`src/rtl/dma_pkg.sv`:
```
// Operation
// - demand mode: transfer while request stays valid
// - demand request is level, never stored
// - demand request sampled entering state 1 or 5
// - type 010/011: memory to io, inc/dec
// - type 100/101: io to memory, inc/dec
// - type 000/001: memory to memory, polarity ignored
// - io address constant for whole transfer
// - base register write also loads current register
// - memory to io strobe and latch sequence
// - io to memory strobe and latch sequence
// - memory copy: read, hold byte, write
// - memory copy starts only by software request
// - memory copy keeps bus until terminal count
// - command bit 5 enables, disables, requests
// - register write disables enabled channel
// - requests to disabled channel are discarded
// - channel 1 preempts channel 0, which resumes
// - external master low request, low grant
// - count zero: terminal count out, status flag
// - auto reload on io types restores current registers, stays enabled
// - single mode: stored edge, one byte
// - bit 2 selects request polarity
package dma_pkg;
  localparam int ADDR_W = 16;
  localparam int DATA_W = 8;
  localparam int BUF_DEPTH = 2;
  // mode control and command field positions
  localparam int MODE_RELOAD_BIT = 0;
  localparam int MODE_DEMAND_BIT = 1;
  localparam int MODE_POL_BIT = 2;
  localparam int MODE_TYPE_LSB = 3;
  localparam int MODE_TYPE_MSB = 5;
  localparam int CMD_ENABLE_BIT = 5;
  // transfer type codes, lsb set means decrement
  localparam logic [2:0] TYPE_M2M_INC = 3'h0;
  localparam logic [2:0] TYPE_M2M_DEC = 3'h1;
  localparam logic [2:0] TYPE_M2IO_INC = 3'h2;
  localparam logic [2:0] TYPE_M2IO_DEC = 3'h3;
  localparam logic [2:0] TYPE_IO2M_INC = 3'h4;
  localparam logic [2:0] TYPE_IO2M_DEC = 3'h5;
  // reset values and last byte count
  localparam logic [15:0] ADDR_RESET = 16'h0000;
  localparam logic [7:0] MODE_RESET = 8'h00;
  localparam logic [15:0] COUNT_LAST = 16'h0001;

  typedef enum logic [2:0] {
    SEL_BASE_PORT,
    SEL_BASE_MEM,
    SEL_BASE_COUNT,
    SEL_MODE,
    SEL_COMMAND
  } cfg_sel_t;

  typedef struct packed {
    logic wr;
    logic chan;
    cfg_sel_t sel;
    logic [15:0] data;
  } cfg_write_t;

  typedef struct packed {
    logic mem_read_strobe_n;
    logic mem_write_strobe_n;
    logic io_read_strobe_n;
    logic io_write_strobe_n;
  } strobe_t;

  localparam strobe_t STROBES_OFF = 4'hF;

  typedef struct packed {
    logic [15:0] base_port_address;
    logic [15:0] base_memory_address;
    logic [15:0] base_byte_count;
    logic [15:0] cur_port_address;
    logic [15:0] cur_memory_address;
    logic [15:0] cur_byte_count;
    logic [7:0] channel_mode_control;
    logic en;
    logic stored;
    logic tc;
  } chan_t;

  typedef enum logic [2:0] {
    ST_IDLE,
    ST_S1,
    ST_S2,
    ST_S3,
    ST_S4,
    ST_S5,
    ST_EXT
  } dma_state_t;
endpackage

```
`src/rtl/dma_byte_buffer.sv`:
```
`timescale 1ns/100ps
`default_nettype none
module dma_byte_buffer #(
  parameter int WIDTH = 8,
  parameter int DEPTH = 2
) (
  input wire logic clk,
  input wire logic rst_n,
  input wire logic in_valid,
  output logic in_ready,
  input wire logic [WIDTH-1:0] in_data,
  output logic out_valid,
  input wire logic out_ready,
  output logic [WIDTH-1:0] out_data
);
  localparam int PW = (DEPTH > 1) ? $clog2(DEPTH) : 1;
  localparam int CW = $clog2(DEPTH + 1);
  localparam logic [PW-1:0] PTR_LAST = PW'(DEPTH - 1);
  localparam logic [CW-1:0] CNT_FULL = CW'(DEPTH);

  logic [WIDTH-1:0] mem_q [DEPTH];
  logic [WIDTH-1:0] mem_d [DEPTH];
  logic [PW-1:0] wr_q, wr_d, rd_q, rd_d;
  logic [CW-1:0] cnt_q, cnt_d;
  logic push, pop;

  // handshakes and honest full/empty
  assign in_ready = (cnt_q != CNT_FULL);
  assign out_valid = (cnt_q != '0);
  assign out_data = mem_q[rd_q];
  assign push = in_valid && in_ready;
  assign pop = out_valid && out_ready;

  // pointer and storage next values
  always_comb begin
    mem_d = mem_q;
    wr_d = wr_q;
    rd_d = rd_q;
    cnt_d = cnt_q;
    if (push) begin
      mem_d[wr_q] = in_data;
      wr_d = (wr_q == PTR_LAST) ? '0 : wr_q + 1'b1;
    end
    if (pop) begin
      rd_d = (rd_q == PTR_LAST) ? '0 : rd_q + 1'b1;
    end
    if (push && !pop) begin
      cnt_d = cnt_q + 1'b1;
    end else if (pop && !push) begin
      cnt_d = cnt_q - 1'b1;
    end
  end

  always_ff @(posedge clk or negedge rst_n) begin
    if (!rst_n) begin
      for (int i = 0; i < DEPTH; i++) begin
        mem_q[i] <= '0;
      end
      wr_q <= '0;
      rd_q <= '0;
      cnt_q <= '0;
    end else begin
      mem_q <= mem_d;
      wr_q <= wr_d;
      rd_q <= rd_d;
      cnt_q <= cnt_d;
    end
  end
endmodule // dma_byte_buffer
`default_nettype wire

```
`src/rtl/dma_transfer_control.sv`:
```
`timescale 1ns/100ps
`default_nettype none
module dma_transfer_control (
  input wire logic mclk,
  input wire logic rstn,
  input wire logic [1:0] xfer_request,
  output logic [1:0] xfer_acknowledge_n,
  output logic [1:0] terminal_count_out,
  input wire dma_pkg::cfg_write_t cfg_write,
  input wire logic status_rd,
  input wire logic status_chan,
  output logic [1:0] channel_status,
  output logic [1:0] channel_enabled,
  output logic dma_bus_req,
  input wire logic cpu_bus_grant,
  input wire logic ext_master_bus_req_n,
  output logic ext_master_bus_grant_n,
  output logic [15:0] addr_out,
  output logic port_addr_latch_strobe,
  output dma_pkg::strobe_t bus_strobes,
  input wire logic [7:0] data_in,
  output logic [7:0] data_out,
  output logic data_oe
);
  import dma_pkg::*;

  // reset release through two flops
  logic rst_meta_q, rst_n_q;
  always_ff @(posedge mclk or negedge rstn) begin
    if (!rstn) begin
      rst_meta_q <= 1'b0;
      rst_n_q <= 1'b0;
    end else begin
      rst_meta_q <= 1'b1;
      rst_n_q <= rst_meta_q;
    end
  end

  chan_t ch_q [2];
  chan_t ch_d [2];
  logic [1:0] prevv_q, prevv_d;
  dma_state_t state_q, state_d;
  logic act_q, act_d;
  logic req_q, req_d;
  logic ext_grant_n_q, ext_grant_n_d;
  logic [1:0] ack_n_q, ack_n_d, tc_out_q, tc_out_d;
  logic [15:0] addr_q, addr_d;
  logic latch_q, latch_d;
  strobe_t strb_q, strb_d;
  logic [7:0] dout_q, dout_d;
  logic doe_q, doe_d;
  logic [1:0] valid, pend, pend_s4;
  logic [1:0] is_m2m;
  logic byte_done, copy_push, copy_pop;
  logic buf_in_ready, buf_out_valid;
  logic [7:0] buf_out_data;
  logic [2:0] act_type;

  // held byte of a memory copy
  dma_byte_buffer #(.WIDTH(DATA_W), .DEPTH(BUF_DEPTH)) u_copy_buf (
    .clk(mclk),
    .rst_n(rst_n_q),
    .in_valid(copy_push),
    .in_ready(buf_in_ready),
    .in_data(data_in),
    .out_valid(buf_out_valid),
    .out_ready(copy_pop),
    .out_data(buf_out_data)
  );

  // request qualification per channel
  always_comb begin
    for (int c = 0; c < 2; c++) begin
      is_m2m[c] = (ch_q[c].channel_mode_control[MODE_TYPE_MSB:MODE_TYPE_LSB+1] == TYPE_M2M_INC[2:1]);
      valid[c] = ch_q[c].channel_mode_control[MODE_POL_BIT] ? xfer_request[c] : ~xfer_request[c];
      if (!ch_q[c].en) begin
        pend[c] = 1'b0;
      end else if (is_m2m[c]) begin
        pend[c] = 1'b1;
      end else if (ch_q[c].channel_mode_control[MODE_DEMAND_BIT]) begin
        pend[c] = valid[c];
      end else begin
        pend[c] = ch_q[c].stored;
      end
      pend_s4[c] = pend[c];
    end
    // after terminal count the active channel goes on only with reload
    if (!(ch_q[act_q].channel_mode_control[MODE_RELOAD_BIT] && !is_m2m[act_q])) begin
      pend_s4[act_q] = 1'b0;
    end
  end

  assign act_type = ch_q[act_q].channel_mode_control[MODE_TYPE_MSB:MODE_TYPE_LSB];

  // sequencer next state and bus outputs
  always_comb begin
    state_d = state_q;
    act_d = act_q;
    req_d = req_q;
    ext_grant_n_d = ext_grant_n_q;
    ack_n_d = 2'b11;
    tc_out_d = 2'b00;
    addr_d = addr_q;
    latch_d = 1'b0;
    strb_d = STROBES_OFF;
    dout_d = dout_q;
    doe_d = 1'b0;
    byte_done = 1'b0;
    copy_push = 1'b0;
    copy_pop = 1'b0;
    unique case (state_q)
      ST_IDLE: begin
        if (pend != 2'b00) begin
          req_d = 1'b1;
          if (req_q && cpu_bus_grant) begin
            act_d = pend[1];
            state_d = ST_S1;
          end
        end else if (!ext_master_bus_req_n) begin
          req_d = 1'b1;
          if (req_q && cpu_bus_grant) begin
            state_d = ST_EXT;
          end
        end else begin
          req_d = 1'b0;
        end
      end
      ST_S1: begin
        state_d = ST_S2;
      end
      ST_S2: begin
        if (is_m2m[act_q]) begin
          copy_push = !buf_out_valid && buf_in_ready;
          if (buf_out_valid) begin
            copy_pop = 1'b1;
            dout_d = buf_out_data;
            state_d = ST_S3;
          end
        end else begin
          state_d = ST_S3;
        end
      end
      ST_S3: begin
        byte_done = 1'b1;
        if (ch_q[act_q].cur_byte_count == COUNT_LAST) begin
          state_d = ST_S4;
        end else if (pend != 2'b00) begin
          act_d = pend[1];
          state_d = ST_S1;
        end else begin
          state_d = ST_S5;
        end
      end
      ST_S4: begin
        if (pend_s4 != 2'b00) begin
          act_d = pend_s4[1];
          state_d = ST_S1;
        end else begin
          state_d = ST_S5;
        end
      end
      ST_S5: begin
        req_d = 1'b0;
        state_d = ST_IDLE;
      end
      ST_EXT: begin
        ext_grant_n_d = 1'b0;
        if (ext_master_bus_req_n) begin
          ext_grant_n_d = 1'b1;
          req_d = 1'b0;
          state_d = ST_IDLE;
        end
      end
      default: begin
        state_d = ST_IDLE;
      end
    endcase
    // outputs shown during the state being entered
    unique case (state_d)
      ST_S1: begin
        ack_n_d[act_d] = is_m2m[act_d];
        addr_d = ch_q[act_d].cur_byte_count;
      end
      ST_S2: begin
        ack_n_d[act_d] = is_m2m[act_d];
        addr_d = ch_q[act_d].cur_port_address;
        latch_d = 1'b1;
        if (act_type[2:1] == TYPE_M2IO_INC[2:1]) begin
          strb_d.io_write_strobe_n = 1'b0;
        end else if (act_type[2:1] == TYPE_IO2M_INC[2:1]) begin
          strb_d.io_read_strobe_n = 1'b0;
        end else begin
          strb_d.mem_read_strobe_n = 1'b0;
        end
      end
      ST_S3: begin
        ack_n_d[act_d] = is_m2m[act_d];
        addr_d = ch_q[act_d].cur_memory_address;
        if (act_type[2:1] == TYPE_M2IO_INC[2:1]) begin
          strb_d.mem_read_strobe_n = 1'b0;
        end else if (act_type[2:1] == TYPE_IO2M_INC[2:1]) begin
          strb_d.mem_write_strobe_n = 1'b0;
        end else begin
          strb_d.mem_write_strobe_n = 1'b0;
          doe_d = 1'b1;
        end
      end
      ST_S4: begin
        ack_n_d[act_d] = is_m2m[act_d];
        tc_out_d[act_d] = 1'b1;
        addr_d = ch_q[act_d].base_byte_count;
      end
      default: begin
      end
    endcase
  end

  // channel registers next values
  always_comb begin
    prevv_d = valid;
    for (int c = 0; c < 2; c++) begin
      ch_d[c] = ch_q[c];
      if (status_rd && status_chan == 1'(c)) begin
        ch_d[c].tc = 1'b0;
      end
      if (!ch_q[c].en) begin
        ch_d[c].stored = 1'b0;
      end else if (state_q == ST_S1 && act_q == 1'(c)) begin
        ch_d[c].stored = 1'b0;
      end else if (valid[c] && !prevv_q[c] && !(state_q == ST_S2 && act_q == 1'(c))) begin
        ch_d[c].stored = !ch_q[c].channel_mode_control[MODE_DEMAND_BIT];
      end
      if (cfg_write.wr && cfg_write.chan == 1'(c)) begin
        ch_d[c].en = 1'b0;
        ch_d[c].stored = 1'b0;
        unique case (cfg_write.sel)
          SEL_BASE_PORT: begin
            ch_d[c].base_port_address = cfg_write.data;
            ch_d[c].cur_port_address = cfg_write.data;
            ch_d[c].tc = 1'b0;
          end
          SEL_BASE_MEM: begin
            ch_d[c].base_memory_address = cfg_write.data;
            ch_d[c].cur_memory_address = cfg_write.data;
            ch_d[c].tc = 1'b0;
          end
          SEL_BASE_COUNT: begin
            ch_d[c].base_byte_count = cfg_write.data;
            ch_d[c].cur_byte_count = cfg_write.data;
            ch_d[c].tc = 1'b0;
          end
          SEL_MODE: begin
            ch_d[c].channel_mode_control = cfg_write.data[7:0];
            ch_d[c].tc = 1'b0;
          end
          SEL_COMMAND: begin
            ch_d[c].en = cfg_write.data[CMD_ENABLE_BIT];
          end
          default: begin
          end
        endcase
      end
    end
    // one byte moved: step addresses, count down
    if (byte_done) begin
      if (ch_q[act_q].channel_mode_control[MODE_TYPE_LSB]) begin
        ch_d[act_q].cur_memory_address = ch_q[act_q].cur_memory_address - 16'h0001;
        if (is_m2m[act_q]) begin // io port address never steps
          ch_d[act_q].cur_port_address = ch_q[act_q].cur_port_address - 16'h0001;
        end
      end else begin
        ch_d[act_q].cur_memory_address = ch_q[act_q].cur_memory_address + 16'h0001;
        if (is_m2m[act_q]) begin
          ch_d[act_q].cur_port_address = ch_q[act_q].cur_port_address + 16'h0001;
        end
      end
      ch_d[act_q].cur_byte_count = ch_q[act_q].cur_byte_count - 16'h0001;
    end
    // terminal count: flag set wins over read clear
    if (state_q == ST_S4) begin
      ch_d[act_q].tc = 1'b1;
      if (ch_q[act_q].channel_mode_control[MODE_RELOAD_BIT] && !is_m2m[act_q]) begin
        ch_d[act_q].cur_port_address = ch_q[act_q].base_port_address;
        ch_d[act_q].cur_memory_address = ch_q[act_q].base_memory_address;
        ch_d[act_q].cur_byte_count = ch_q[act_q].base_byte_count;
      end else begin
        ch_d[act_q].en = 1'b0;
      end
    end
  end

  // register all state
  always_ff @(posedge mclk or negedge rst_n_q) begin
    if (!rst_n_q) begin
      for (int c = 0; c < 2; c++) begin
        ch_q[c] <= '{ADDR_RESET, ADDR_RESET, ADDR_RESET, ADDR_RESET, ADDR_RESET, ADDR_RESET,
                     MODE_RESET, 1'b0, 1'b0, 1'b0};
      end
      prevv_q <= 2'b00;
      state_q <= ST_IDLE;
      act_q <= 1'b0;
      req_q <= 1'b0;
      ext_grant_n_q <= 1'b1;
      ack_n_q <= 2'b11;
      tc_out_q <= 2'b00;
      addr_q <= ADDR_RESET;
      latch_q <= 1'b0;
      strb_q <= STROBES_OFF;
      dout_q <= 8'h00;
      doe_q <= 1'b0;
    end else begin
      ch_q <= ch_d;
      prevv_q <= prevv_d;
      state_q <= state_d;
      act_q <= act_d;
      req_q <= req_d;
      ext_grant_n_q <= ext_grant_n_d;
      ack_n_q <= ack_n_d;
      tc_out_q <= tc_out_d;
      addr_q <= addr_d;
      latch_q <= latch_d;
      strb_q <= strb_d;
      dout_q <= dout_d;
      doe_q <= doe_d;
    end
  end

  // outputs straight from flops
  assign xfer_acknowledge_n = ack_n_q;
  assign terminal_count_out = tc_out_q;
  assign channel_status = {ch_q[1].tc, ch_q[0].tc};
  assign channel_enabled = {ch_q[1].en, ch_q[0].en};
  assign dma_bus_req = req_q;
  assign ext_master_bus_grant_n = ext_grant_n_q;
  assign addr_out = addr_q;
  assign port_addr_latch_strobe = latch_q;
  assign bus_strobes = strb_q;
  assign data_out = dout_q;
  assign data_oe = doe_q;
endmodule // dma_transfer_control
`default_nettype wire

```
`config.mk`:
```
export PLATFORM = sky130hd
export DESIGN_NAME = dma_transfer_control
export DESIGN_NICKNAME = d
export VERILOG_FILES = /design/src/rtl/dma_pkg.sv /design/src/rtl/dma_byte_buffer.sv /design/src/rtl/dma_transfer_control.sv
export SDC_FILE = /design/constraint.sdc
export NUM_CORES = 1
export LEC_CHECK = 0
export ABC_AREA = 1
export BUFFER_PORTS_ARGS = -buffer_cell sky130_fd_sc_hd__clkbuf_2
export CAP_MARGIN = 15
export CELL_PAD_IN_SITES_DETAIL_PLACEMENT = 2
export CELL_PAD_IN_SITES_GLOBAL_PLACEMENT = 2
export CORE_ASPECT_RATIO = 1.1
export CORE_MARGIN = 3
export CORE_UTILIZATION = 36
export CTS_CLUSTER_SIZE = 12
export DETAILED_ROUTE_END_ITERATION = 10
export PLACE_DENSITY_LB_ADDON = 0.12
export REMOVE_ABC_BUFFERS = 1
export SLEW_MARGIN = 30
export SYNTH_ARGS = -nofsm -noshare
export SYNTH_HDL_FRONTEND = slang
export SYNTH_SLANG_ARGS = --single-unit
```
`constraint.sdc`:
```
create_clock -name mclk -period 10.35 [get_ports mclk]
set_input_delay 1.035 -clock mclk [delete_from_list [all_inputs] [get_ports mclk]]
set_output_delay 1.035 -clock mclk [all_outputs]
set_load 0.02 [all_outputs]
```
; Word-level counts from Yosys, hierarchy flattened
; Cells that the tools add are included.
; Widths: inputs -> output; s select.
[totals]
ff_bits = 278
input_bits = 37
out_inout_bits = 40
elab_cells = 270
[op_classes]
addsub = 9
order_cmp = 10
eq_ne = 19
muxes = 130
bitwise_logic = 13
reduce_logical = 47
[ops]
columns = op, count
row1 = $bwmux 214, 10
row2 = $mux 214, 7
row3 = $demux 107 s1, 5
row4 = $mux 107, 5
row5 = $mux 75, 3
row6 = $mux 16, 12
row7 = $pmux 16 s4, 1
row8 = $mux 59, 1
row9 = $mux 1, 53
row10 = $mux 8, 6
row11 = $sub 16x1->16 const B, 3
row12 = $mux 43, 1
row13 = $mux 3, 11
row14 = $add 16x1->16 const B, 2
row15 = $mux 27, 1
row16 = $logic_and 1x1->1, 23
row17 = $eq 3x2->1 const B, 6
row18 = $pmux 3 s6, 1
row19 = $bwmux 16, 1
row20 = $eq 16x1->1 const B, 1
row21 = $eq 3x3->1 const B, 5
row22 = $mux 2, 6
row23 = $logic_not 1->1, 10
row24 = $eq 3x1->1 const B, 3
row25 = other kinds (27), 51

; Longest topological paths before layout
; Gate-level depths: netlist of the first run.
[logic_depth]
depth_word = 21
depth_mapped = 21
ltp_nobuf = 18

; Cells and area by module
; A second synthesis of the first run with hierarchy kept.
[hier_totals]
cells_unflattened = 2239
hier_area_um2 = 16224.3
[by_module_without_submodules]
columns = module, instances, cells_each, area_each_um2, seq_area_each_um2
row1 = dma_transfer_control, 1, 2115, 15205.8, 6364.9
row2 = dma_byte_buffer, 1, 124, 1018.5, 500.5

; Worst setup path after synthesis of the first run
; OpenSTA, ideal clock, no wires.
[synth_timing]
path_kind = reg-to-reg
start = reg act_q
end = reg addr_q[11], in the netlist addr_out[11]
setup_ps = 127
arrival_time_ps = 2405
t_required_ps = 10223
setup_slack_ps = 7818
path_stages_with_launch = 19
path_buffers = 5
synth_period_minus_slack_ps = 2532
cell_sequence = dfrtp_1 > buf_6 > buf_4 > buf_4 > o21ai_1 > ha_1 > nand3_1 > nor2_2 > nand2_2 > nand2_1 > nand2_1 > nand2_1 > nand3_2 > buf_6 > buf_6 > a21oi_1 > nor2_1 > nor2_1 > nand3_1
[synth_via]
elab_chain_len = 15
word_cells_on_any_way = 38
classes_between = order compare: 2 / eq/ne: 5 / mux: 22 / bitwise: 4 / reduce/logical: 5
[synth_lines]
columns = item, line_no
row1 = from (decl), dma_transfer_control.sv:43  ; logic act_q, act_d;
row2 = from (signal assigned), dma_transfer_control.sv:315  ; act_q <= act_d;
row3 = $lt 1x2->1 (not written as such) / $ge 1x1->1 (equally long branches), dma_transfer_control.sv:89  ; pend_s4[act_q] = 1'b0;
row4 = $logic_and 1x1->1 (not written as such), dma_transfer_control.sv:89
row5 = $mux 1 (not written as such), dma_transfer_control.sv:89
row6 = $demux 1 s1, dma_transfer_control.sv:89
row7 = $not 2->2 (no line), n/a
row8 = $and 2x2->2 (no line), n/a
row9 = $mux 2, dma_transfer_control.sv:88  ; if (!(ch_q[act_q].channel_mode_control[MODE_RELOAD_BIT] && !is_m2m[act_q])) begin
row10 = $reduce_bool 2->1, dma_transfer_control.sv:155  ; if (pend_s4 != 2'b00) begin
row11 = $mux 1, dma_transfer_control.sv:155
row12 = $pmux 1 s3, dma_transfer_control.sv:111  ; unique case (state_q)
row13 = $not 1->2 (not written as such), n/a
row14 = $mux 75 (not written as such) (3 in series), dma_transfer_control.sv:211  ; addr_d = ch_q[act_d].base_byte_count;
row15 = $pmux 16 s4, dma_transfer_control.sv:179  ; unique case (state_d)
row16 = to (signal assigned), dma_transfer_control.sv:320  ; addr_q <= addr_d;
row17 = to (decl), dma_transfer_control.sv:47  ; logic [15:0] addr_q, addr_d;
; Parallel ways exist; a longest one is shown, timed or not. The select of a mux whose other input is x is not followed.
; A chain may end at the register's enable or synchronous reset.

; Worst setup path after layout of the first run
[layout_timing]
start = reg act_q
end = reg addr_q[6], in the netlist addr_out[6]
; Same word-level chain as after synthesis.

==> summary.md, run 1 <==
| Metric | Value |
|---|---|
| RSZ-0062 raised after global routing | `no` |
| Hold WC Path Type | `primary input to asynchronous set/reset pin` |
| Vias in the first global route | `17300` |
| Die ar. | `0.0469 mm^2` |
| Layout cell share with drive strength beyond 1 | `0.105` |
| Seq/Total Area, Yosys | `0.430` |
| Finished Cell Area | `0.0179 mm^2` |
| Post-CTS Resized | `0` |
| Clock Skews | `0.0132 ns` |
| Antenna cell count | `0` |
| Cells after DPL | `about 2700` |
| Normalized max-slew margin | `0.296` |
| Cell row count | `80` |
| Crit Path Category | `flip-flop to flip-flop` |
| Max-Cap Viols | `0` |
| Vias | `between 15000 and 20000` |
| Pins Over Slew Limit | `0` |
| Clk_lat worst skew | `around 0.56 ns` |
| Total Wirelength | `just under 70 mm` |
| Peak supply drop | `0.155 mV` |
| DRC viols | `0` |
| Final HPWL DP | `46.6 mm` |
| Wire per inst | `24.0 um` |
| Die span in y | `227 um` |
| I/O Buffers | `76` |
| FFs w/ async S/R, synth | `1.00` |
| Slowest stage cell on the critical path | `inv_2` |
| Final setup violation count | `0` |
| Non-Filler Instances | `2796` |
| Yosys Warn Count | `0` |
| CP endpoint kind | `flip-flop` |
| Maximum clock path buffer count | `3` |
| Status | `complete, no violations` |
| Setup TNS | `0 ns` |
| Register bit total from synthesis | `274` |
| Area Overhead vs Synth | `12.1%` |
| Largest net degree at the start of global routing | `133` |
| Crit-path cells | `inv_2, nand2_1, nand2_1, nor2_2, nand2_2, nor2_1, nand2_2, nand3_1, nand2_1, nand3_2, nand2_2, buf_4, nand2_1, nand3_1, nand2_1, inv_1, nand3_1` |
| Leading area contributor after synthesis | `dfrtp_1` |
| Mapped Cells | `2180` |
| Final hold violations | `0` |
| Initial antenna violation count | `2` |
| Max Fclk | `224 MHz` |
| Core area | `0.0435 mm^2` |
| Worst-Margin Slew | `between 1 and 1.5 ns` |
| GRT Util Overall | `0.292` |
| Top cell type's share of synthesized area | `0.419` |
| Netlist area before placement | `0.0160 mm^2` |
| Post-synth top flop | `dfrtp_1` |
| Leak | `0.00875 uW` |
| Max incr delay on CP | `0.65 ns` |
| DRT iter0 DRCs | `1035` |
| Post-synth top cells | `nand2_1, inv_1, dfrtp_1, o21ai_0, nand3_1` |
| CP most frequent cell | `nand2_1` |
| Critical path required time | `10.79 ns` |
| Fin crit share | `0.432` |
| Worst-path clk slew | `0.06 ns` |
| I/O Pins | `77` |
| Vias per Instance | `approximately 5.6` |
| Clock root cell | `clkbuf_16` |
| Final GP Congestion | `0.856` |
| Power Density | `354 mW/mm^2` |
| Total global routing overflow | `0` |
| CTS sink cnt | `274` |
| Die Wd | `207 um` |
| Post-placement cell area | `0.0167 mm^2` |
| First-pass GRT wire length | `around 100 mm` |
| Dominant cells by area after synthesis | `dfrtp_1, nand2_1, o21ai_0, inv_1, nand3_1` |
| H-tree depth | `2` |
| Distinct cells, synth | `just over 50` |
| Syn Area/Cell | `7.32 um^2` |
| Critical Path Fanout Max | `56` |
| Post-synth EDFFs | `0` |
| TritonCTS clock tree | `built` |
| Post-CTS Setup Bufs | `0` |
| Arrival @ worst endpoint | `4.91 ns` |
| CTS Hold Buffers Added | `0` |
| ANT nets after route | `0` |
| Final net count | `2245` |
| Initial Util | `0.366` |
| Num CTS Buffers | `35` |
| Tmin final | `4.47 ns` |
| Top-count cell post-synth | `nand2_1` |
| Pre-Repair DR Iteration Count | `5` |
| Setup crit start kind | `flip-flop` |
final cells by class:
| type | instances | area [um^2] |
|---|---|---|
| fillers | 5144 | 25700 |
| well taps | 574 | 718 |
| repair buffers | 99 | 606 |
| multi-input cells | 1476 | 7370 |
| inverters | 313 | 1170 |
| clock inverters | 10 | 119 |
| clock buffers | 50 | 1020 |
| flip-flops and latches | 274 | 6870 |
state kept, by name, indices dropped and copies added (netlist names), 2 cells and up:
signal              count
channel_status          2
u_copy_buf.cnt_q        2
data_out                8
bus_strobes             4
state_q                 3
xfer_acknowledge_n      2
addr_out               16
prevv_q                 2
channel_enabled         2
u_copy_buf.mem_q       16
ch_q                  206
terminal_count_out      2
placed cells by master (no fill, tap or decap), drive strengths merged, types with 15 or more instances in the layout:
cell type | synthesis | layout
nor2 | 152 | 152
o22ai | 17 | 17
clkbuf | 72 | 126
a22oi | 15 | 15
o21ai | 283 | 283
a21oi | 81 | 81
nand3 | 154 | 154
nand4 | 42 | 42
buf | 45 | 23
nand2 | 543 | 543
dfrtp | 267 | 267
xor2 | 34 | 34
nor3 | 18 | 18
o211ai | 79 | 79
inv | 311 | 313
cell families (layout without fill, tap and decap cells):
kind of cell,Yosys count,in the layout,share of synthesized area
flip-flops,274,274,0.430
AO/OA/AOI/OAI,500,500,0.181
XOR/XNOR,40,40,0.0220
buffers and inverters,430,472,0.110
other,1,1,0.000235
adder cells (fa/ha/maj),9,9,0.00706
AND/OR/NAND/NOR,918,918,0.243
multiplexers,8,8,0.00565
critical path: cells and delay by family (launching register included):
family | cells | cell delay [ns]
buf+inv | 3 | 1.28
simple gates | 14 | 2.33
flops | 1 | 0.64
power by group:
group	internal [uW]	switching (uW)	leakage (uW)
clock	739	520	0.000566
sequential	1490	340	0.00326
combinational	943	2300	0.00492
total	3170	3160	0.00875
worst paths after layout:
kind	from	endpoint	slack, ns	cells after the start
worst max register to register	act_q$_DFF_PN0_	addr_out[6]$_DFFE_PN0N_	5.88	17
min in group mclk	rst_meta_q$_DFF_PN0_	rst_n_q$_DFF_PN0_	0.36	0
worst min-delay path	rstn	rst_n_q$_DFF_PN0_	0.26	1
max in group asynchronous	rst_n_q$_DFF_PN0_	dma_bus_req$_DFFE_PN0P_	8.19	2
worst max-delay path	act_q$_DFF_PN0_	addr_out[6]$_DFFE_PN0N_	5.88	17
worst min register to register	rst_n_q$_DFF_PN0_	ch_q[84]$_DFFE_PN0P_	0.31	0
through the flow:
step                      total power, uW  hold WS, ns  setup slack [ns]   util
after global routing                 6860        0.246              5.51  0.411
after detailed placement             5040        0.340              5.93  0.385
after CTS                            6350        0.236              5.90  0.411
after floorplan                      3850        0.331              2.16      -
after global placement               4880        0.335              6.20  0.383
final                                6330        0.263              5.88  0.411
metal layers:
layer,up-vias,global-route usage,routed length (um)
li1,7148,-,-
met1,8081,0.394,30600
met2,250,0.490,32200
met3,102,0.0398,2490
met4,0,0.0857,1910
met5,-,0,0
Power figures use the tool's default switching activity.
==> run 2, diff against run 1 <==
Settings changed: CORE_UTILIZATION 36 to 33.
Clock period 10.35 ns to 4.1 ns, I/O delays scaled along.
==> run 2 against run 1 <==
Compared with the run above:
- combinational power grew to 2.6 times the previous value
- clock skew is 0.018 ns higher
- via count hardly changed
- clock-buffer cell count is 4 higher
- sequential power is 150% higher
- first-iteration DRC count is 21% lower
- cell count is 2.8% higher
- non-clock buffer count is 11 higher
- fmax is 28% higher
- register-to-register slack worse by 5.3 ns
- global-route usage is 2.9 points lower
- critical path type unchanged
- largest cell class unchanged
- largest power group unchanged
==> summary.md, run 2 (synthesis gave the netlist of run 1 again) <==
| Metric | Value |
|---|---|
| Status | `complete, no violations` |
| Combinational Power Share | `0.517 (+0.005)` |
| Num CTS Buffers | `38 (+8.6%)` |
| Slowest stage cell on the critical path | `dfrtp_4` |
| Reg with most FFs | `ch_q` |
| Startpoint of the worst register-to-register path | `act_q$_DFF_PN0_` |
| Final Power | `16000 uW (+150%)` |
| Max-Cap Viols | `0 (unchanged)` |
| Internal power | `8110 uW (+160%)` |
| Clock root cell | `clkbuf_16` |
| Hold path depth | `3` |
| Peak supply drop | `0.660 mV (+330%)` |
| Wire per inst | `23.2 um (-3.4%)` |
| Clk_lat worst skew | `0.58 ns (+0.02 ns)` |
| Post-CTS Resized | `0 (unchanged)` |
| Fin crit share | `0.849 (+0.417)` |
| I/O Pins | `77 (unchanged)` |
| Cell row count | `83 (+3.8%)` |
| I/O Buffers | `76 (unchanged)` |
| Final Worst Setup Slack | `0.618 ns (-5.26 ns)` |
| DRT iter0 DRCs | `813 (-21%)` |
| Min-delay src | `data_in[2]` |
| Setup crit start kind | `flip-flop` |
| Total global routing overflow | `0 (unchanged)` |
| Crit Path Category | `flip-flop to flip-flop` |
| Sequential power share | `0.282 (-0.007)` |
| DRC viols | `0 (unchanged)` |
| Die Wd | `216 um (+4.3%)` |
| Die ar. | `0.0510 mm^2 (+8.8%)` |
| Non-Filler Instances | `2874 (+2.8%)` |
| Max Fclk | `287 MHz (+28%)` |
| GRT Util Overall | `0.263 (-0.0289)` |
| Layout cell share with drive strength beyond 1 | `0.110 (+0.00466)` |
| Final net count | `2259 (+0.62%)` |
| Vias in the first global route | `17400 (+0.57%)` |
| Clock power frac | `0.201 (+0.002)` |
| Initial antenna violation count | `1 (-1)` |
| ANT nets after route | `0 (unchanged)` |
| Critical Path Fanout Max | `75 (+34%)` |
| Worst-Margin Slew | `1.00 ns (-0.0450 ns)` |
| Leak | `0.00883 uW (+0.95%)` |
| Hold WC Path Type | `primary input to flip-flop` |
| Worst-path clk slew | `0.06 ns (about the same)` |
| Area Overhead vs Synth | `13.6%` |
| Clock Skews | `0.0307 ns (+0.0175 ns)` |
| Normalized max-slew margin | `0.333 (+0.0374)` |
| Maximum clock path buffer count | `3 (unchanged)` |
| TritonCTS clock tree | `built` |
| Vias per Instance | `5.42 (-2.7%)` |
| Flop-to-flop setup slack | `0.62 ns (-5.26 ns)` |
| Core area | `0.0473 mm^2 (+8.5%)` |
| Post-CTS Setup Bufs | `0 (unchanged)` |
| Tmin final | `3.48 ns (-0.992 ns)` |
| Die span in y | `237 um (+4.3%)` |
| Max incr delay on CP | `0.60 ns (-0.05 ns)` |
| Pre-Repair DR Iteration Count | `5 (unchanged)` |
| Final GP Congestion | `0.827 (-3.4%)` |
| Largest register FFs | `206 (unchanged)` |
| CTS Hold Buffers Added | `1 (+1)` |
| Critical path required time | `4.51 ns (-6.28 ns)` |
| First-pass GRT wire length | `104 mm (-0.47%)` |
| Cells after DPL | `2808 (+2.6%)` |
| Final setup violation count | `0 (unchanged)` |
| Total Wirelength | `66.8 mm (-0.69%)` |
| Min-Delay Endpoint | `u_copy_buf.mem_q[10]$_DFFE_PN0P_` |
| H-tree depth | `2 (unchanged)` |
| Final hold violations | `0 (unchanged)` |
| Vias | `15600 (-0.026%)` |
| Pre-CTS WS | `0.699 ns (-5.23 ns)` |
| Largest net degree at the start of global routing | `76 (-43%)` |
| Psw | `7900 uW (+150%)` |
| Most common cell after layout, fill and taps aside | `nand2_1` |
| Pins Over Slew Limit | `0 (unchanged)` |
| Antenna cell count | `0 (unchanged)` |
| Crit-path cells | `buf_12, o21ai_1, inv_1, ha_1, inv_1, nor2_1, nand3_1, nor2_1, nand4_1, o21ai_0, nand3_1, a21oi_1, o22ai_1` |
| Arrival @ worst endpoint | `3.89 ns (-1.02 ns)` |
| Most frequent cells in the layout | `nand2_1, inv_1, dfrtp_1` |
| Initial Util | `0.338 (-0.0288)` |
| Net Sw Frac | `0.493 (-0.00540)` |
| Power Density | `883 mW/mm^2 (+150%)` |
| Final HPWL DP | `45.5 mm (-2.3%)` |
| Reg2Reg Depth | `13 (-4)` |
| CTS sink cnt | `274 (unchanged)` |
| Worst r2r dst | `ch_q[148]$_DFF_PN0_` |
| RSZ-0062 raised after global routing | `no` |
| CP endpoint kind | `flip-flop` |
run 2: critical path, delay by kind of cell, from the launching register on:
| family | cells | cell delay [ns] |
|---|---|---|
| DFF | 1 | 0.60 |
| and+or+nand+nor | 5 | 1.01 |
| buffers and inverters | 3 | 0.65 |
| adders and majority gates | 1 | 0.20 |
| AOI/OAI and AO/OA | 4 | 0.84 |
run 2: layout make-up:
type / count / area [um^2]
Timing Repair Buffer: 110 / 733
Multi-Input combinational cell: 1476 / 7380
Clock buffer: 54 / 1070
Fill cell: 5557 / 29100
Inverter: 313 / 1180
Clock inverter: 10 / 93.8
Tap cell: 637 / 797
Sequential cell: 274 / 6870
run 2: metrics by stage:
step / instance area [um^2] / utilization / hold slack [ns] / setup TNS, ns
floorplan: 15400 / - / 0.114 / -1159.88
global placement: 16900 / 0.358 / 0.196 / 0
detailed placement: 16900 / 0.358 / 0.201 / 0
CTS: 18100 / 0.383 / 0.0365 / 0
global route: 18100 / 0.384 / 0.0680 / 0
finish: 18100 / 0.384 / 0.0649 / 0
run 2: metal layers:
metal | part of all wire | track usage | up-vias
li1 | - | - | 7166
met1 | 0.44 | 0.340 | 8058
met2 | 0.49 | 0.458 | 247
met3 | 0.037 | 0.0393 | 106
met4 | 0.026 | 0.0705 | 0
met5 | 0 | 0 | -
run 2: worst max path at each step:
stage | start | endpoint | cells after the start
after global placement | act_q$_DFF_PN0_ | ch_q[148]$_DFF_PN0_ | 13
after global routing | act_q$_DFF_PN0_ | addr_out[12]$_DFFE_PN0N_ | 16
after detailed placement | act_q$_DFF_PN0_ | ch_q[148]$_DFF_PN0_ | 13
final | act_q$_DFF_PN0_ | ch_q[148]$_DFF_PN0_ | 13
after floorplan | rst_n_q$_DFF_PN0_ | act_q$_DFF_PN0_ | 0
after CTS | act_q$_DFF_PN0_ | ch_q[148]$_DFF_PN0_ | 13
run 2: power groups by stage:
stage	Combinational (uW)	Sequential [uW]	Clock, uW
final	8280	4520	3210
after global routing	9320	4640	3390
after CTS	8300	4530	3290
after detailed placement	8210	4560	0
after global placement	7920	4530	0
after floorplan	5190	4540	0
